===== config.mk =====
export PLATFORM = sky130hd
export DESIGN_NAME = dtc_top
export DESIGN_NICKNAME = d
export VERILOG_FILES = /design/src/hdl/dtc_pkg.sv /design/src/hdl/dtc_sync.sv /design/src/hdl/dtc_top.sv
export SDC_FILE = /design/constraint.sdc
export NUM_CORES = 1
export LEC_CHECK = 0
export ABC_CLOCK_PERIOD_IN_PS = 5500
export BUFFER_PORTS_ARGS = -buffer_cell sky130_fd_sc_hd__buf_2
export CAP_MARGIN = 10
export CORE_ASPECT_RATIO = 1.1
export CORE_MARGIN = 2
export CORE_UTILIZATION = 34
export CTS_CLUSTER_DIAMETER = 100
export DETAILED_ROUTE_END_ITERATION = 8
export MAX_ROUTING_LAYER = met4
export SLEW_MARGIN = 20
export SYNTH_ARGS = -nofsm -noshare
export SYNTH_HDL_FRONTEND = slang
export SYNTH_HIERARCHICAL = 1
export SYNTH_SLANG_ARGS = --single-unit

===== constraint.sdc =====
create_clock -name aclk -period 5.5 [get_ports aclk]
set_clock_uncertainty 0.15 [all_clocks]
set_input_delay 1.1 -clock aclk [delete_from_list [all_inputs] [get_ports aclk]]
set_output_delay 1.1 -clock aclk [all_outputs]
set_load 0.01 [all_outputs]

===== src/hdl/dtc_pkg.sv =====
/*
  dtc_pkg: constants for the dual timer capture/reload block (offsets, fields, resets, enums).
  assumes an axi4-lite slave with 32-bit data, one register per aligned word.
*/
// What this block does
// - fastest internal count period is two system clock cycles
// - aux timer, core timer and capture/reload register are all software accessible
// - each timer counts on prescaled cpu clock or external input, per configuration
// - direction from software bit or external direction pin level
// - aux timer direction comes only from software, no pin
// - core toggle latch inverts on every core overflow or underflow
// - toggle latch can clock aux timer and drive toggle output pin
// - core overflow/underflow events are offered to compare unit timers
// - with reload enabled, core wrap loads capture/reload register value
// - selected capture pin edge copies aux timer into capture/reload register
// - clear-after-capture zeroes aux timer right after the capture
// - capture may also trigger on neighbour count and/or direction input edges
// - timers are 16 bits, wrapping both ways
package dtc_pkg;
  localparam logic [7:0] ADDR_CTRL = 8'h00;
  localparam logic [7:0] ADDR_AUX = 8'h04;
  localparam logic [7:0] ADDR_CORE = 8'h08;
  localparam logic [7:0] ADDR_CAPTURE_RELOAD_REG = 8'h0c;
  localparam logic [7:0] ADDR_STATUS = 8'h10;
  localparam logic [7:0] ADDR_PRESC = 8'h14;
  // ctrl fields
  localparam int AUX_RUN_BIT = 0;
  localparam int AUX_DOWN_BIT = 1;
  localparam int AUX_SRC_LSB = 2;
  localparam int CORE_RUN_BIT = 4;
  localparam int CORE_DOWN_BIT = 5;
  localparam int CORE_EXTDIR_BIT = 6;
  localparam int CORE_SRC_LSB = 7;
  localparam int RELOAD_EN_BIT = 9;
  localparam int CLR_AFTER_CAP_BIT = 10;
  localparam int CAP_EDGE_LSB = 11;
  localparam int CAP_PIN_EN_BIT = 13;
  localparam int CAP_NCNT_EN_BIT = 14;
  localparam int CAP_NDIR_EN_BIT = 15;
  localparam int TOG_OUT_EN_BIT = 16;
  localparam int CTRL_BITS = 17;
  localparam logic [CTRL_BITS-1:0] CTRL_RESET = 17'h00000;
  localparam logic [15:0] TIMER_RESET = 16'h0000;
  localparam logic [7:0] PRESC_RESET = 8'h00;
  localparam int MIN_COUNT_CYCLES = 2;
  localparam int SYNC_STAGES = 3;
  typedef enum logic [1:0] {SRC_PRESC, SRC_EXT, SRC_TOGGLE, SRC_OFF} dtc_src_type;
  typedef enum logic [1:0] {EDGE_NONE, EDGE_RISE, EDGE_FALL, EDGE_BOTH} dtc_edge_type;
endpackage


===== src/hdl/dtc_sync.sv =====
/*
  dtc_sync: three-flop synchroniser with edge report for one external pin.
  assumes pin is asynchronous to aclk.
*/
`timescale 1ns/10ps
module dtc_sync (
  input wire logic aclk,
  input wire logic aresetn,
  input wire logic pin,
  output logic level,
  output logic rise,
  output logic fall
);
  logic [dtc_pkg::SYNC_STAGES-1:0] sync_q;
  logic level_q;
  logic agree;
  // only the last two stages are looked at; stage 1 may be metastable
  always_ff @(posedge aclk) begin
    if (!aresetn) begin
      sync_q <= '0;
      level_q <= 1'b0;
    end else begin
      sync_q <= {sync_q[dtc_pkg::SYNC_STAGES-2:0], pin};
      if (agree) level_q <= sync_q[dtc_pkg::SYNC_STAGES-1];
    end
  end
  // a one-cycle glitch never makes the two stages agree, so it is dropped
  assign agree = (sync_q[dtc_pkg::SYNC_STAGES-1] == sync_q[dtc_pkg::SYNC_STAGES-2]);
  assign level = level_q;
  assign rise = agree & sync_q[dtc_pkg::SYNC_STAGES-1] & ~level_q;
  assign fall = agree & ~sync_q[dtc_pkg::SYNC_STAGES-1] & level_q;
endmodule


===== src/hdl/dtc_top.sv =====
/*
  dtc_top: two cascadable 16-bit timers with shared capture/reload register, axi4-lite slave.
  assumes external pins asynchronous; one clock aclk, synchronous active-low reset.
*/
`timescale 1ns/10ps
module dtc_top #(
  parameter int WIDTH = 16,
  parameter int PRESC_BITS = 8
) (
  input wire logic aclk,
  input wire logic aresetn,
  input wire logic [7:0] s_axi_awaddr,
  input wire logic s_axi_awvalid,
  output logic s_axi_awready,
  input wire logic [31:0] s_axi_wdata,
  input wire logic [3:0] s_axi_wstrb,
  input wire logic s_axi_wvalid,
  output logic s_axi_wready,
  output logic [1:0] s_axi_bresp,
  output logic s_axi_bvalid,
  input wire logic s_axi_bready,
  input wire logic [7:0] s_axi_araddr,
  input wire logic s_axi_arvalid,
  output logic s_axi_arready,
  output logic [31:0] s_axi_rdata,
  output logic [1:0] s_axi_rresp,
  output logic s_axi_rvalid,
  input wire logic s_axi_rready,
  input wire logic aux_count_input,
  input wire logic core_count_input,
  input wire logic direction_input_pin,
  input wire logic capture_input_pin,
  input wire logic neighbor_count_input,
  input wire logic neighbor_direction_input,
  output logic toggle_output_pin,
  output logic core_wrap_pulse
);
  // the register map packs each timer into one 16-bit half word
  if (WIDTH != 16) begin
    $error("dtc_top: WIDTH must be 16");
  end
  if (PRESC_BITS < 1 || PRESC_BITS > 16) begin
    $error("dtc_top: PRESC_BITS out of range");
  end

  logic [dtc_pkg::CTRL_BITS-1:0] ctrl_q;
  logic [PRESC_BITS-1:0] presc_q, pcnt_q;
  logic [WIDTH-1:0] aux_q, core_q, capture_reload_reg_q;
  logic toggle_q, wrap_q;
  logic aw_got_q, w_got_q;
  logic [7:0] awaddr_q;
  logic [31:0] wdata_q;
  logic [3:0] wstrb_q;
  logic bvalid_q, rvalid_q;
  logic [31:0] rdata_q;
  logic [1:0] bresp_q, rresp_q;

  // external inputs: aux clk, core clk, dir, capture, neighbour count, neighbour dir
  logic [5:0] pin_v, lv_v, rise_v, fall_v;
  logic auxc_r, corec_r, dir_lv, cap_lv, cap_r, cap_f, ncnt_r, ncnt_f, ndir_r, ndir_f;
  assign pin_v = {neighbor_direction_input, neighbor_count_input, capture_input_pin, direction_input_pin,
    core_count_input, aux_count_input};
  for (genvar gi = 0; gi < 6; gi++) begin : g_sync
    dtc_sync u_dtc_sync (
      .aclk(aclk),
      .aresetn(aresetn),
      .pin(pin_v[gi]),
      .level(lv_v[gi]),
      .rise(rise_v[gi]),
      .fall(fall_v[gi])
    );
  end
  assign auxc_r = rise_v[0];
  assign corec_r = rise_v[1];
  assign dir_lv = lv_v[2];
  assign cap_lv = lv_v[3];
  assign cap_r = rise_v[3];
  assign cap_f = fall_v[3];
  assign ncnt_r = rise_v[4];
  assign ncnt_f = fall_v[4];
  assign ndir_r = rise_v[5];
  assign ndir_f = fall_v[5];

  function automatic logic edge_hit(input logic [1:0] sel, input logic r, input logic f);
    edge_hit = (sel[0] & r) | (sel[1] & f);
  endfunction

  // prescaler: tick every 2*(presc+1) clocks, never faster than two cycles
  logic presc_tick;
  assign presc_tick = (pcnt_q == presc_q);
  always_ff @(posedge aclk) begin
    if (!aresetn) begin
      pcnt_q <= '0;
    end else begin
      pcnt_q <= presc_tick ? '0 : pcnt_q + 1'b1;
    end
  end
  logic half_q;
  always_ff @(posedge aclk) begin
    if (!aresetn) begin
      half_q <= 1'b0;
    end else if (presc_tick) begin
      half_q <= ~half_q;
    end
  end
  logic fast_tick;
  assign fast_tick = presc_tick & half_q;

  // configuration decode
  logic [1:0] aux_src, core_src, cap_edge;
  assign aux_src = ctrl_q[dtc_pkg::AUX_SRC_LSB +: 2];
  assign core_src = ctrl_q[dtc_pkg::CORE_SRC_LSB +: 2];
  assign cap_edge = ctrl_q[dtc_pkg::CAP_EDGE_LSB +: 2];

  // toggle latch edges used as aux clock
  logic toggle_prev_q;
  logic toggle_edge;
  assign toggle_edge = toggle_q ^ toggle_prev_q;

  logic core_step, aux_step;
  assign core_step = ctrl_q[dtc_pkg::CORE_RUN_BIT] &
    ((core_src == dtc_pkg::SRC_PRESC) ? fast_tick :
     (core_src == dtc_pkg::SRC_EXT) ? corec_r : 1'b0);
  assign aux_step = ctrl_q[dtc_pkg::AUX_RUN_BIT] &
    ((aux_src == dtc_pkg::SRC_PRESC) ? fast_tick :
     (aux_src == dtc_pkg::SRC_EXT) ? auxc_r :
     (aux_src == dtc_pkg::SRC_TOGGLE) ? toggle_edge : 1'b0);

  logic core_down, aux_down;
  assign core_down = ctrl_q[dtc_pkg::CORE_EXTDIR_BIT] ? dir_lv : ctrl_q[dtc_pkg::CORE_DOWN_BIT];
  assign aux_down = ctrl_q[dtc_pkg::AUX_DOWN_BIT];

  logic core_wrap;
  assign core_wrap = core_step & (core_down ? (core_q == '0) : (core_q == '1));

  logic cap_event;
  assign cap_event = (ctrl_q[dtc_pkg::CAP_PIN_EN_BIT] & edge_hit(cap_edge, cap_r, cap_f)) |
    (ctrl_q[dtc_pkg::CAP_NCNT_EN_BIT] & edge_hit(cap_edge, ncnt_r, ncnt_f)) |
    (ctrl_q[dtc_pkg::CAP_NDIR_EN_BIT] & edge_hit(cap_edge, ndir_r, ndir_f));

  // mapped-register decode shared by both channels
  function automatic logic reg_hit(input logic [7:0] a);
    reg_hit = (a == dtc_pkg::ADDR_CTRL) || (a == dtc_pkg::ADDR_AUX) || (a == dtc_pkg::ADDR_CORE) ||
      (a == dtc_pkg::ADDR_CAPTURE_RELOAD_REG) || (a == dtc_pkg::ADDR_STATUS) || (a == dtc_pkg::ADDR_PRESC);
  endfunction

  // bus write decode
  logic wr_fire;
  assign wr_fire = aw_got_q & w_got_q & ~bvalid_q;
  logic wr_ctrl, wr_aux, wr_core, wr_capture_reload_reg, wr_presc, wr_ok;
  assign wr_ctrl = wr_fire & (awaddr_q == dtc_pkg::ADDR_CTRL);
  assign wr_aux = wr_fire & (awaddr_q == dtc_pkg::ADDR_AUX);
  assign wr_core = wr_fire & (awaddr_q == dtc_pkg::ADDR_CORE);
  assign wr_capture_reload_reg = wr_fire & (awaddr_q == dtc_pkg::ADDR_CAPTURE_RELOAD_REG);
  assign wr_presc = wr_fire & (awaddr_q == dtc_pkg::ADDR_PRESC);
  assign wr_ok = reg_hit(awaddr_q);

  function automatic logic [31:0] merge(input logic [31:0] old, input logic [31:0] nw,
    input logic [3:0] st);
    for (int i = 0; i < 4; i++) begin
      merge[i*8 +: 8] = st[i] ? nw[i*8 +: 8] : old[i*8 +: 8];
    end
  endfunction

  logic [31:0] ctrl_w, aux_w, core_w, cap_w, presc_w;
  assign ctrl_w = merge({15'h0000, ctrl_q}, wdata_q, wstrb_q);
  assign aux_w = merge({16'h0000, aux_q}, wdata_q, wstrb_q);
  assign core_w = merge({16'h0000, core_q}, wdata_q, wstrb_q);
  assign cap_w = merge({16'h0000, capture_reload_reg_q}, wdata_q, wstrb_q);
  assign presc_w = merge({{(32-PRESC_BITS){1'b0}}, presc_q}, wdata_q, wstrb_q);

  always_ff @(posedge aclk) begin
    if (!aresetn) begin
      ctrl_q <= dtc_pkg::CTRL_RESET;
      presc_q <= PRESC_BITS'(dtc_pkg::PRESC_RESET);
    end else begin
      if (wr_ctrl) ctrl_q <= ctrl_w[dtc_pkg::CTRL_BITS-1:0];
      if (wr_presc) presc_q <= presc_w[PRESC_BITS-1:0];
    end
  end

  // core timer: software write beats reload beats count
  always_ff @(posedge aclk) begin
    if (!aresetn) begin
      core_q <= dtc_pkg::TIMER_RESET;
    end else if (wr_core) begin
      core_q <= core_w[WIDTH-1:0];
    end else if (core_wrap && ctrl_q[dtc_pkg::RELOAD_EN_BIT]) begin
      core_q <= capture_reload_reg_q;
    end else if (core_step) begin
      core_q <= core_down ? core_q - 1'b1 : core_q + 1'b1;
    end
  end

  // aux timer: capture clear overrides a coincident count
  always_ff @(posedge aclk) begin
    if (!aresetn) begin
      aux_q <= dtc_pkg::TIMER_RESET;
    end else if (wr_aux) begin
      aux_q <= aux_w[WIDTH-1:0];
    end else if (cap_event && ctrl_q[dtc_pkg::CLR_AFTER_CAP_BIT]) begin
      aux_q <= '0;
    end else if (aux_step) begin
      aux_q <= aux_down ? aux_q - 1'b1 : aux_q + 1'b1;
    end
  end

  // capture wins over a software write in the same cycle
  always_ff @(posedge aclk) begin
    if (!aresetn) begin
      capture_reload_reg_q <= dtc_pkg::TIMER_RESET;
    end else if (cap_event) begin
      capture_reload_reg_q <= aux_q;
    end else if (wr_capture_reload_reg) begin
      capture_reload_reg_q <= cap_w[WIDTH-1:0];
    end
  end

  always_ff @(posedge aclk) begin
    if (!aresetn) begin
      toggle_q <= 1'b0;
      toggle_prev_q <= 1'b0;
      wrap_q <= 1'b0;
      toggle_output_pin <= 1'b0;
    end else begin
      if (core_wrap) toggle_q <= ~toggle_q;
      toggle_prev_q <= toggle_q;
      wrap_q <= core_wrap;
      toggle_output_pin <= ctrl_q[dtc_pkg::TOG_OUT_EN_BIT] & toggle_q;
    end
  end
  assign core_wrap_pulse = wrap_q;

  // axi4-lite write channel: address and data accepted in either order
  // readies stay low until the response is taken, so one write at a time
  assign s_axi_awready = ~aw_got_q;
  assign s_axi_wready = ~w_got_q;
  always_ff @(posedge aclk) begin
    if (!aresetn) begin
      aw_got_q <= 1'b0;
      w_got_q <= 1'b0;
      awaddr_q <= 8'h00;
      wdata_q <= 32'h00000000;
      wstrb_q <= 4'h0;
      bvalid_q <= 1'b0;
      bresp_q <= 2'h0;
    end else begin
      if (s_axi_awvalid && !aw_got_q) begin
        aw_got_q <= 1'b1;
        awaddr_q <= {s_axi_awaddr[7:2], 2'h0};
      end
      if (s_axi_wvalid && !w_got_q) begin
        w_got_q <= 1'b1;
        wdata_q <= s_axi_wdata;
        wstrb_q <= s_axi_wstrb;
      end
      if (wr_fire) begin
        bvalid_q <= 1'b1;
        bresp_q <= wr_ok ? 2'h0 : 2'h2;
      end else if (bvalid_q && s_axi_bready) begin
        bvalid_q <= 1'b0;
        aw_got_q <= 1'b0;
        w_got_q <= 1'b0;
      end
    end
  end
  assign s_axi_bvalid = bvalid_q;
  assign s_axi_bresp = bresp_q;

  // read channel
  logic [7:0] rd_addr;
  assign rd_addr = {s_axi_araddr[7:2], 2'h0};
  logic [31:0] rd_mux;
  logic rd_hit;
  assign rd_hit = reg_hit(rd_addr);
  assign rd_mux = (rd_addr == dtc_pkg::ADDR_CTRL) ? {15'h0000, ctrl_q} :
    (rd_addr == dtc_pkg::ADDR_AUX) ? {16'h0000, aux_q} :
    (rd_addr == dtc_pkg::ADDR_CORE) ? {16'h0000, core_q} :
    (rd_addr == dtc_pkg::ADDR_CAPTURE_RELOAD_REG) ? {16'h0000, capture_reload_reg_q} :
    (rd_addr == dtc_pkg::ADDR_STATUS) ? {28'h0000000, dir_lv, cap_lv, toggle_output_pin, toggle_q} :
    (rd_addr == dtc_pkg::ADDR_PRESC) ? {{(32-PRESC_BITS){1'b0}}, presc_q} : 32'h00000000;
  assign s_axi_arready = ~rvalid_q;
  always_ff @(posedge aclk) begin
    if (!aresetn) begin
      rvalid_q <= 1'b0;
      rdata_q <= 32'h00000000;
      rresp_q <= 2'h0;
    end else if (s_axi_arvalid && !rvalid_q) begin
      rvalid_q <= 1'b1;
      rdata_q <= rd_mux;
      rresp_q <= rd_hit ? 2'h0 : 2'h2;
    end else if (rvalid_q && s_axi_rready) begin
      rvalid_q <= 1'b0;
    end
  end
  assign s_axi_rvalid = rvalid_q;
  assign s_axi_rdata = rdata_q;
  assign s_axi_rresp = rresp_q;
endmodule


; Word-level counts from Yosys, hierarchy flattened
; Cells that the tools add are included.
[op_classes]
add_sub_neg = 5
n_eq_ne = 25
mux = 37
bitwise = 58
reduce_logical = 43
[ops]
columns = cell, count
row1 = two-way mux 16 bit, 13
row2 = AND 1 bit, 37
row3 = "adder 16 x 1 -> 16 bit, second input constant", 2
row4 = two-way mux 8 bit, 4
row5 = "subtractor 16 x 1 -> 16 bit, second input constant", 2
row6 = "equality test 6 x 2 -> 1 bit, second input constant", 4
row7 = "equality test 6 x 3 -> 1 bit, second input constant", 4
row8 = AND reduction 2 bit, 10
row9 = two-way mux 1 bit, 17
row10 = two-way mux 17 bit, 1
row11 = "equality test 16 bit, second input constant", 1
row12 = logical NOT 16 bit, 1
row13 = logical NOT 8 bit, 2
row14 = NOT 1 bit, 15
row15 = "equality test 6 x 1 -> 1 bit, second input constant", 2
row16 = logical OR 1 bit, 10
row17 = nonzero test 2 bit, 5
row18 = "adder 8 x 1 -> 8 bit, second input constant", 1
row19 = equality test 8 bit, 1
row20 = "inequality test 2 bit, second input constant", 4
row21 = logical AND 1 bit, 7
row22 = equality test 1 bit, 6
row23 = nonzero test 3 bit, 2
row24 = OR 1 bit, 5
row25 = 7 further kinds, 12
[word_totals]
ff_bits = 176
word_cells = 206

; Depth between registers and ports, before layout
[logic_depth]
word_depth = 11
mapped_depth = 12
depth_no_buf = 10

; By module
; Netlist, hierarchy kept.
[modules_own_cells]
columns = mod, n_inst, cells_per_inst, area_each_um2, seq_area_each_um2
row1 = dtc_top, 1, 928, 7684.9, 2702.6
row2 = dtc_sync, 6, 15, 160.2, 80.1

; Worst setup path after synthesis
; OpenSTA, ideal clock, no wires.
[synth_path]
path_kind = flip-flop to flip-flop
start = register ctrl_q[6] (netlist name)
end = register core_q[15]
arrival_ns = 2.716
path_slack_ns = 2.517
stages_incl_launch_ff = 11
path_buffers = 0
synth_period_minus_slack_ns = 2.983
path_cell_list = dfxtp_1 > mux2_2 > ha_1 > o21a_1 > o2111ai_1 > o2111ai_1 > a41oi_1 > o21ai_0 > xnor2_1 > a22o_1 > a22o_1
[synth_via]
elab_chain_len = 6
word_cells_on_any_way = 10
cone_classes = mux: 6 / bitwise: 1 / reduce/logical: 3
[synth_rtl]
columns = element, line
row1 = start: declaration, dtc_top.sv:46  ; logic [dtc_pkg::CTRL_BITS-1:0] ctrl_q;
row2 = start signal: assignment, dtc_top.sv:174  ; ctrl_q <= dtc_pkg::CTRL_RESET;
row3 = start signal: assignment, dtc_top.sv:177  ; if (wr_ctrl) ctrl_q <= ctrl_w[dtc_pkg::CTRL_BITS-1:0];
row4 = two-way mux 1 bit (*), dtc_top.sv:130  ; assign core_down = ctrl_q[dtc_pkg::CORE_EXTDIR_BIT] ? dir_lv : ctrl_q[dtc_pkg::CORE_DOWN_BIT];
row5 = two-way mux 1 bit, dtc_top.sv:134  ; assign core_wrap = core_step & (core_down ? (core_q == '0) : (core_q == '1));
row6 = AND 1 bit, dtc_top.sv:134
row7 = logical AND 1 bit, dtc_top.sv:188  ; end else if (core_wrap && ctrl_q[dtc_pkg::RELOAD_EN_BIT]) begin
row8 = nonzero test 3 bit (no line) or two-way mux 16 bit (tied branches), --
row9 = AND reduction 2 bit (no line) or two-way mux 16 bit (tied branches), --
row10 = end signal: assignment, dtc_top.sv:187  ; core_q <= core_w[WIDTH-1:0];
row11 = end signal: assignment, dtc_top.sv:189  ; core_q <= capture_reload_reg_q;
row12 = end signal: assignment, dtc_top.sv:191  ; core_q <= core_down ? core_q - 1'b1 : core_q + 1'b1;
row13 = end: declaration, dtc_top.sv:48  ; logic [WIDTH-1:0] aux_q, core_q, capture_reload_reg_q;
; Every way passes the cells marked *; elsewhere a longest branch is shown, timed or not. The select of a mux whose other input is x is not followed.
; A chain may end at the register's enable or synchronous reset.

; Final worst setup path
[layout_path]
start = register ctrl_q[1] (netlist name)
end = register aux_q[14]
[layout_via]
elab_chain_len = 4
[layout_rtl]
columns = element, line
row1 = two-way mux 16 bit, dtc_top.sv:204  ; aux_q <= aux_down ? aux_q - 1'b1 : aux_q + 1'b1;
row2 = two-way mux 16 bit, dtc_top.sv:203  ; end else if (aux_step) begin
row3 = two-way mux 16 bit, dtc_top.sv:201  ; end else if (cap_event && ctrl_q[dtc_pkg::CLR_AFTER_CAP_BIT]) begin
row4 = two-way mux 16 bit, dtc_top.sv:199  ; end else if (wr_aux) begin
row5 = end signal: assignment, dtc_top.sv:198  ; aux_q <= dtc_pkg::TIMER_RESET;
row6 = end signal: assignment, dtc_top.sv:200  ; aux_q <= aux_w[WIDTH-1:0];
row7 = end signal: assignment, dtc_top.sv:204
row8 = end: declaration, dtc_top.sv:48
; Every way passes these cells. The select of a mux whose other input is x is not followed.

==> results.json <==
{
  "status": "finished clean",
  "route.detailed.drc": 0,
  "ff2ff_path_depth": 9,
  "met1_length_um": 11200,
  "powerDensity_mw_per_mm2": 271,
  "grt_usage": 0.186,
  "crit_required_ns": 5.63,
  "fmax_mhz": 289,
  "finalWirelength_um": 23500,
  "ios": 108,
  "clock_path_buffers": 2,
  "antenna_found_initial": 0,
  "cts_sinks": 159,
  "vias": 7505,
  "avgViaCountPerCell": 5.42,
  "clk_pin_slew_ns": 0.07,
  "path_max_fanout": 18,
  "yosysWarnings": 6,
  "routed-wl-met2_um": 10500,
  "fin_setup_tns_ns": 0,
  "syn_inst": 1013,
  "fillCellCount": 2519,
  "syn_avg_cell_area_um2": 8.50,
  "initial_utilization": 0.343,
  "die-width_um": 156,
  "cts_root_buf": "clkbuf_16",
  "wl_met3_um": 1200,
  "first_pass_iters": 5,
  "fp.dieH_um": 171,
  "hp-class": "reg2reg",
  "layout-drive-gt1-share": 0.124,
  "gp_congestion": 0.866,
  "ant_nets": 0,
  "detail_route.wl_per_cell_um": 17.0,
  "hold_buffers": 0,
  "top_layer_used": "met4",
  "cts_setup_buffers": 0,
  "slew_viol_final": 0,
  "clk_latency_ns": 0.43,
  "antennaDiodeCount": 0,
  "worstSetupPathType": "reg2reg",
  "overflow": 0,
  "cts-buffers-inserted": 17,
  "final_hold_viol_count": 0,
  "ctsHtreeMaxLevel": 4,
  "rows": 61,
  "crit_arrival_ns": 3.58,
  "critPathLaunchType": "flop",
  "finalSetupViolCount": 0,
  "numPortBuffers": 70,
  "final_util": 0.389,
  "netlist_area_mm2": 0.00861,
  "nets": 1163,
  "grt_pass1_vias": 7020,
  "hold_depth": 1,
  "finalCriticalPeriod_ns": 3.46,
  "die-area_mm2": 0.0266,
  "slew_headroom": 0.330,
  "worstSetupEndpointType": "flop",
  "drt_iter0_drc": 708,
  "ir_drop_uv": 209,
  "tritoncts": "built",
  "rsz0062_at_grt": "false",
  "grt_max_degree": 68,
  "grt_pass1_wl_um": 38000,
  "cap_violations": 0,
  "worst_slew_pin_slew_ns": 1.00,
  "cts_resized": 0,
  "areaGrowthSynthToFinish_pct": 13.4,
  "r2r_setup_slack_ns": 2.04,
  "fin_crit_sh": 0.629,
  "hpwlAfterDp_um": 16900,
  "p_leak_nw": 3.93,
  "core_mm2": 0.0251
}
[layout by cell type, fill, tap and decap left out, types with 4 or more instances in the layout]
cell type / instances
a211oi_1: 35
a21o_1: 7
a21oi_1: 82
a221oi_1: 5
a22o_1: 9
a22oi_1: 15
a31oi_1: 7
a32oi_1: 5
and2_1: 25
and3_1: 6
buf_2: 70
buf_4: 9
bufinv_16: 4
clkbuf_16: 17
conb_1: 17
dfxtp_1: 159
ha_1: 40
inv_1: 21
mux2i_1: 61
nand2_1: 107
nand3_1: 26
nand4_1: 8
nor2_1: 94
nor2b_1: 21
nor3_1: 19
nor4_1: 6
o211ai_1: 9
o21a_1: 6
o21ai_0: 39
o221ai_1: 7
o22ai_1: 8
or3_1: 6
xnor2_1: 34
xor2_1: 10
[final cells by class]
type / instances / area [µm²] / share of cell area
Clock buffer: 20 / 447 / 0.0458
Clock inverter: 12 / 181 / 0.0186
Inverter: 22 / 83.8 / 0.00859
Multi-Input combinational cell: 777 / 5050 / 0.518
Sequential cell: 159 / 3180 / 0.326
Tap cell: 315 / 394 / 0.0404
Timing Repair Buffer: 79 / 418 / 0.0428
[metrics by stage]
stage / hold slack (ns) / worst slack [ns] / area [µm²] / instances / total power, mW
floorplan: 0.262 / 2.52 / 8670 / 1029 / 1.34
global placement: 0.264 / 1.87 / 9130 / 1352 / 1.40
detailed placement: 0.272 / 1.86 / 9130 / 1352 / 1.40
CTS: 0.287 / 2.03 / 9760 / 1384 / 2.66
global route: 0.310 / 1.78 / 9760 / 1384 / 2.74
finish: 0.282 / 2.04 / 9760 / 1384 / 2.64
[critical path, cell delays in order, from the launching register on]
cell	delay [ns]
dfxtp_1	0.90
ha_1	0.41
a21o_1	0.19
a211oi_1	0.27
nor2_1	0.09
or4_1	0.48
a311oi_1	0.43
a21oi_1	0.15
xnor2_1	0.15
a31oi_1	0.09
[worst paths after layout]
check,startpoint,end
worst max-delay path,ctrl_q[1],aux_q[14]
worst max register to register,ctrl_q[1],aux_q[14]
worst min-delay path,g_sync[2].u_dtc_sync/sync_q[0],g_sync[2].u_dtc_sync/sync_q[1]
worst min register to register,g_sync[2].u_dtc_sync/sync_q[0],g_sync[2].u_dtc_sync/sync_q[1]
[sequential cells by signal (all words and copies together), names as in the netlist, 6 cells and up]
signal,cells
awaddr_q,6
s_axi_rdata,17
presc_q,8
capture_reload_reg_q,16
g_sync.u_dtc_sync/level,6
ctrl_q,17
aux_q,16
g_sync.u_dtc_sync/sync_q,18
wdata_q,17
core_q,16
pcnt_q,8
[where the power goes]
| group | internal (mW) | switching [mW] | total, mW |
|---|---|---|---|
| Sequential | 1.18 | 0.0365 | 1.22 |
| Combinational | 0.0617 | 0.100 | 0.162 |
| Clock | 0.776 | 0.488 | 1.26 |
[routing by layer]
layer	vias up	GRT usage
li1	3705	-
met1	3529	0.251
met2	228	0.284
met3	43	0.0309
met4	0	0.0630
met5	-	-
No activity file was read; power rests on OpenSTA's default activity.
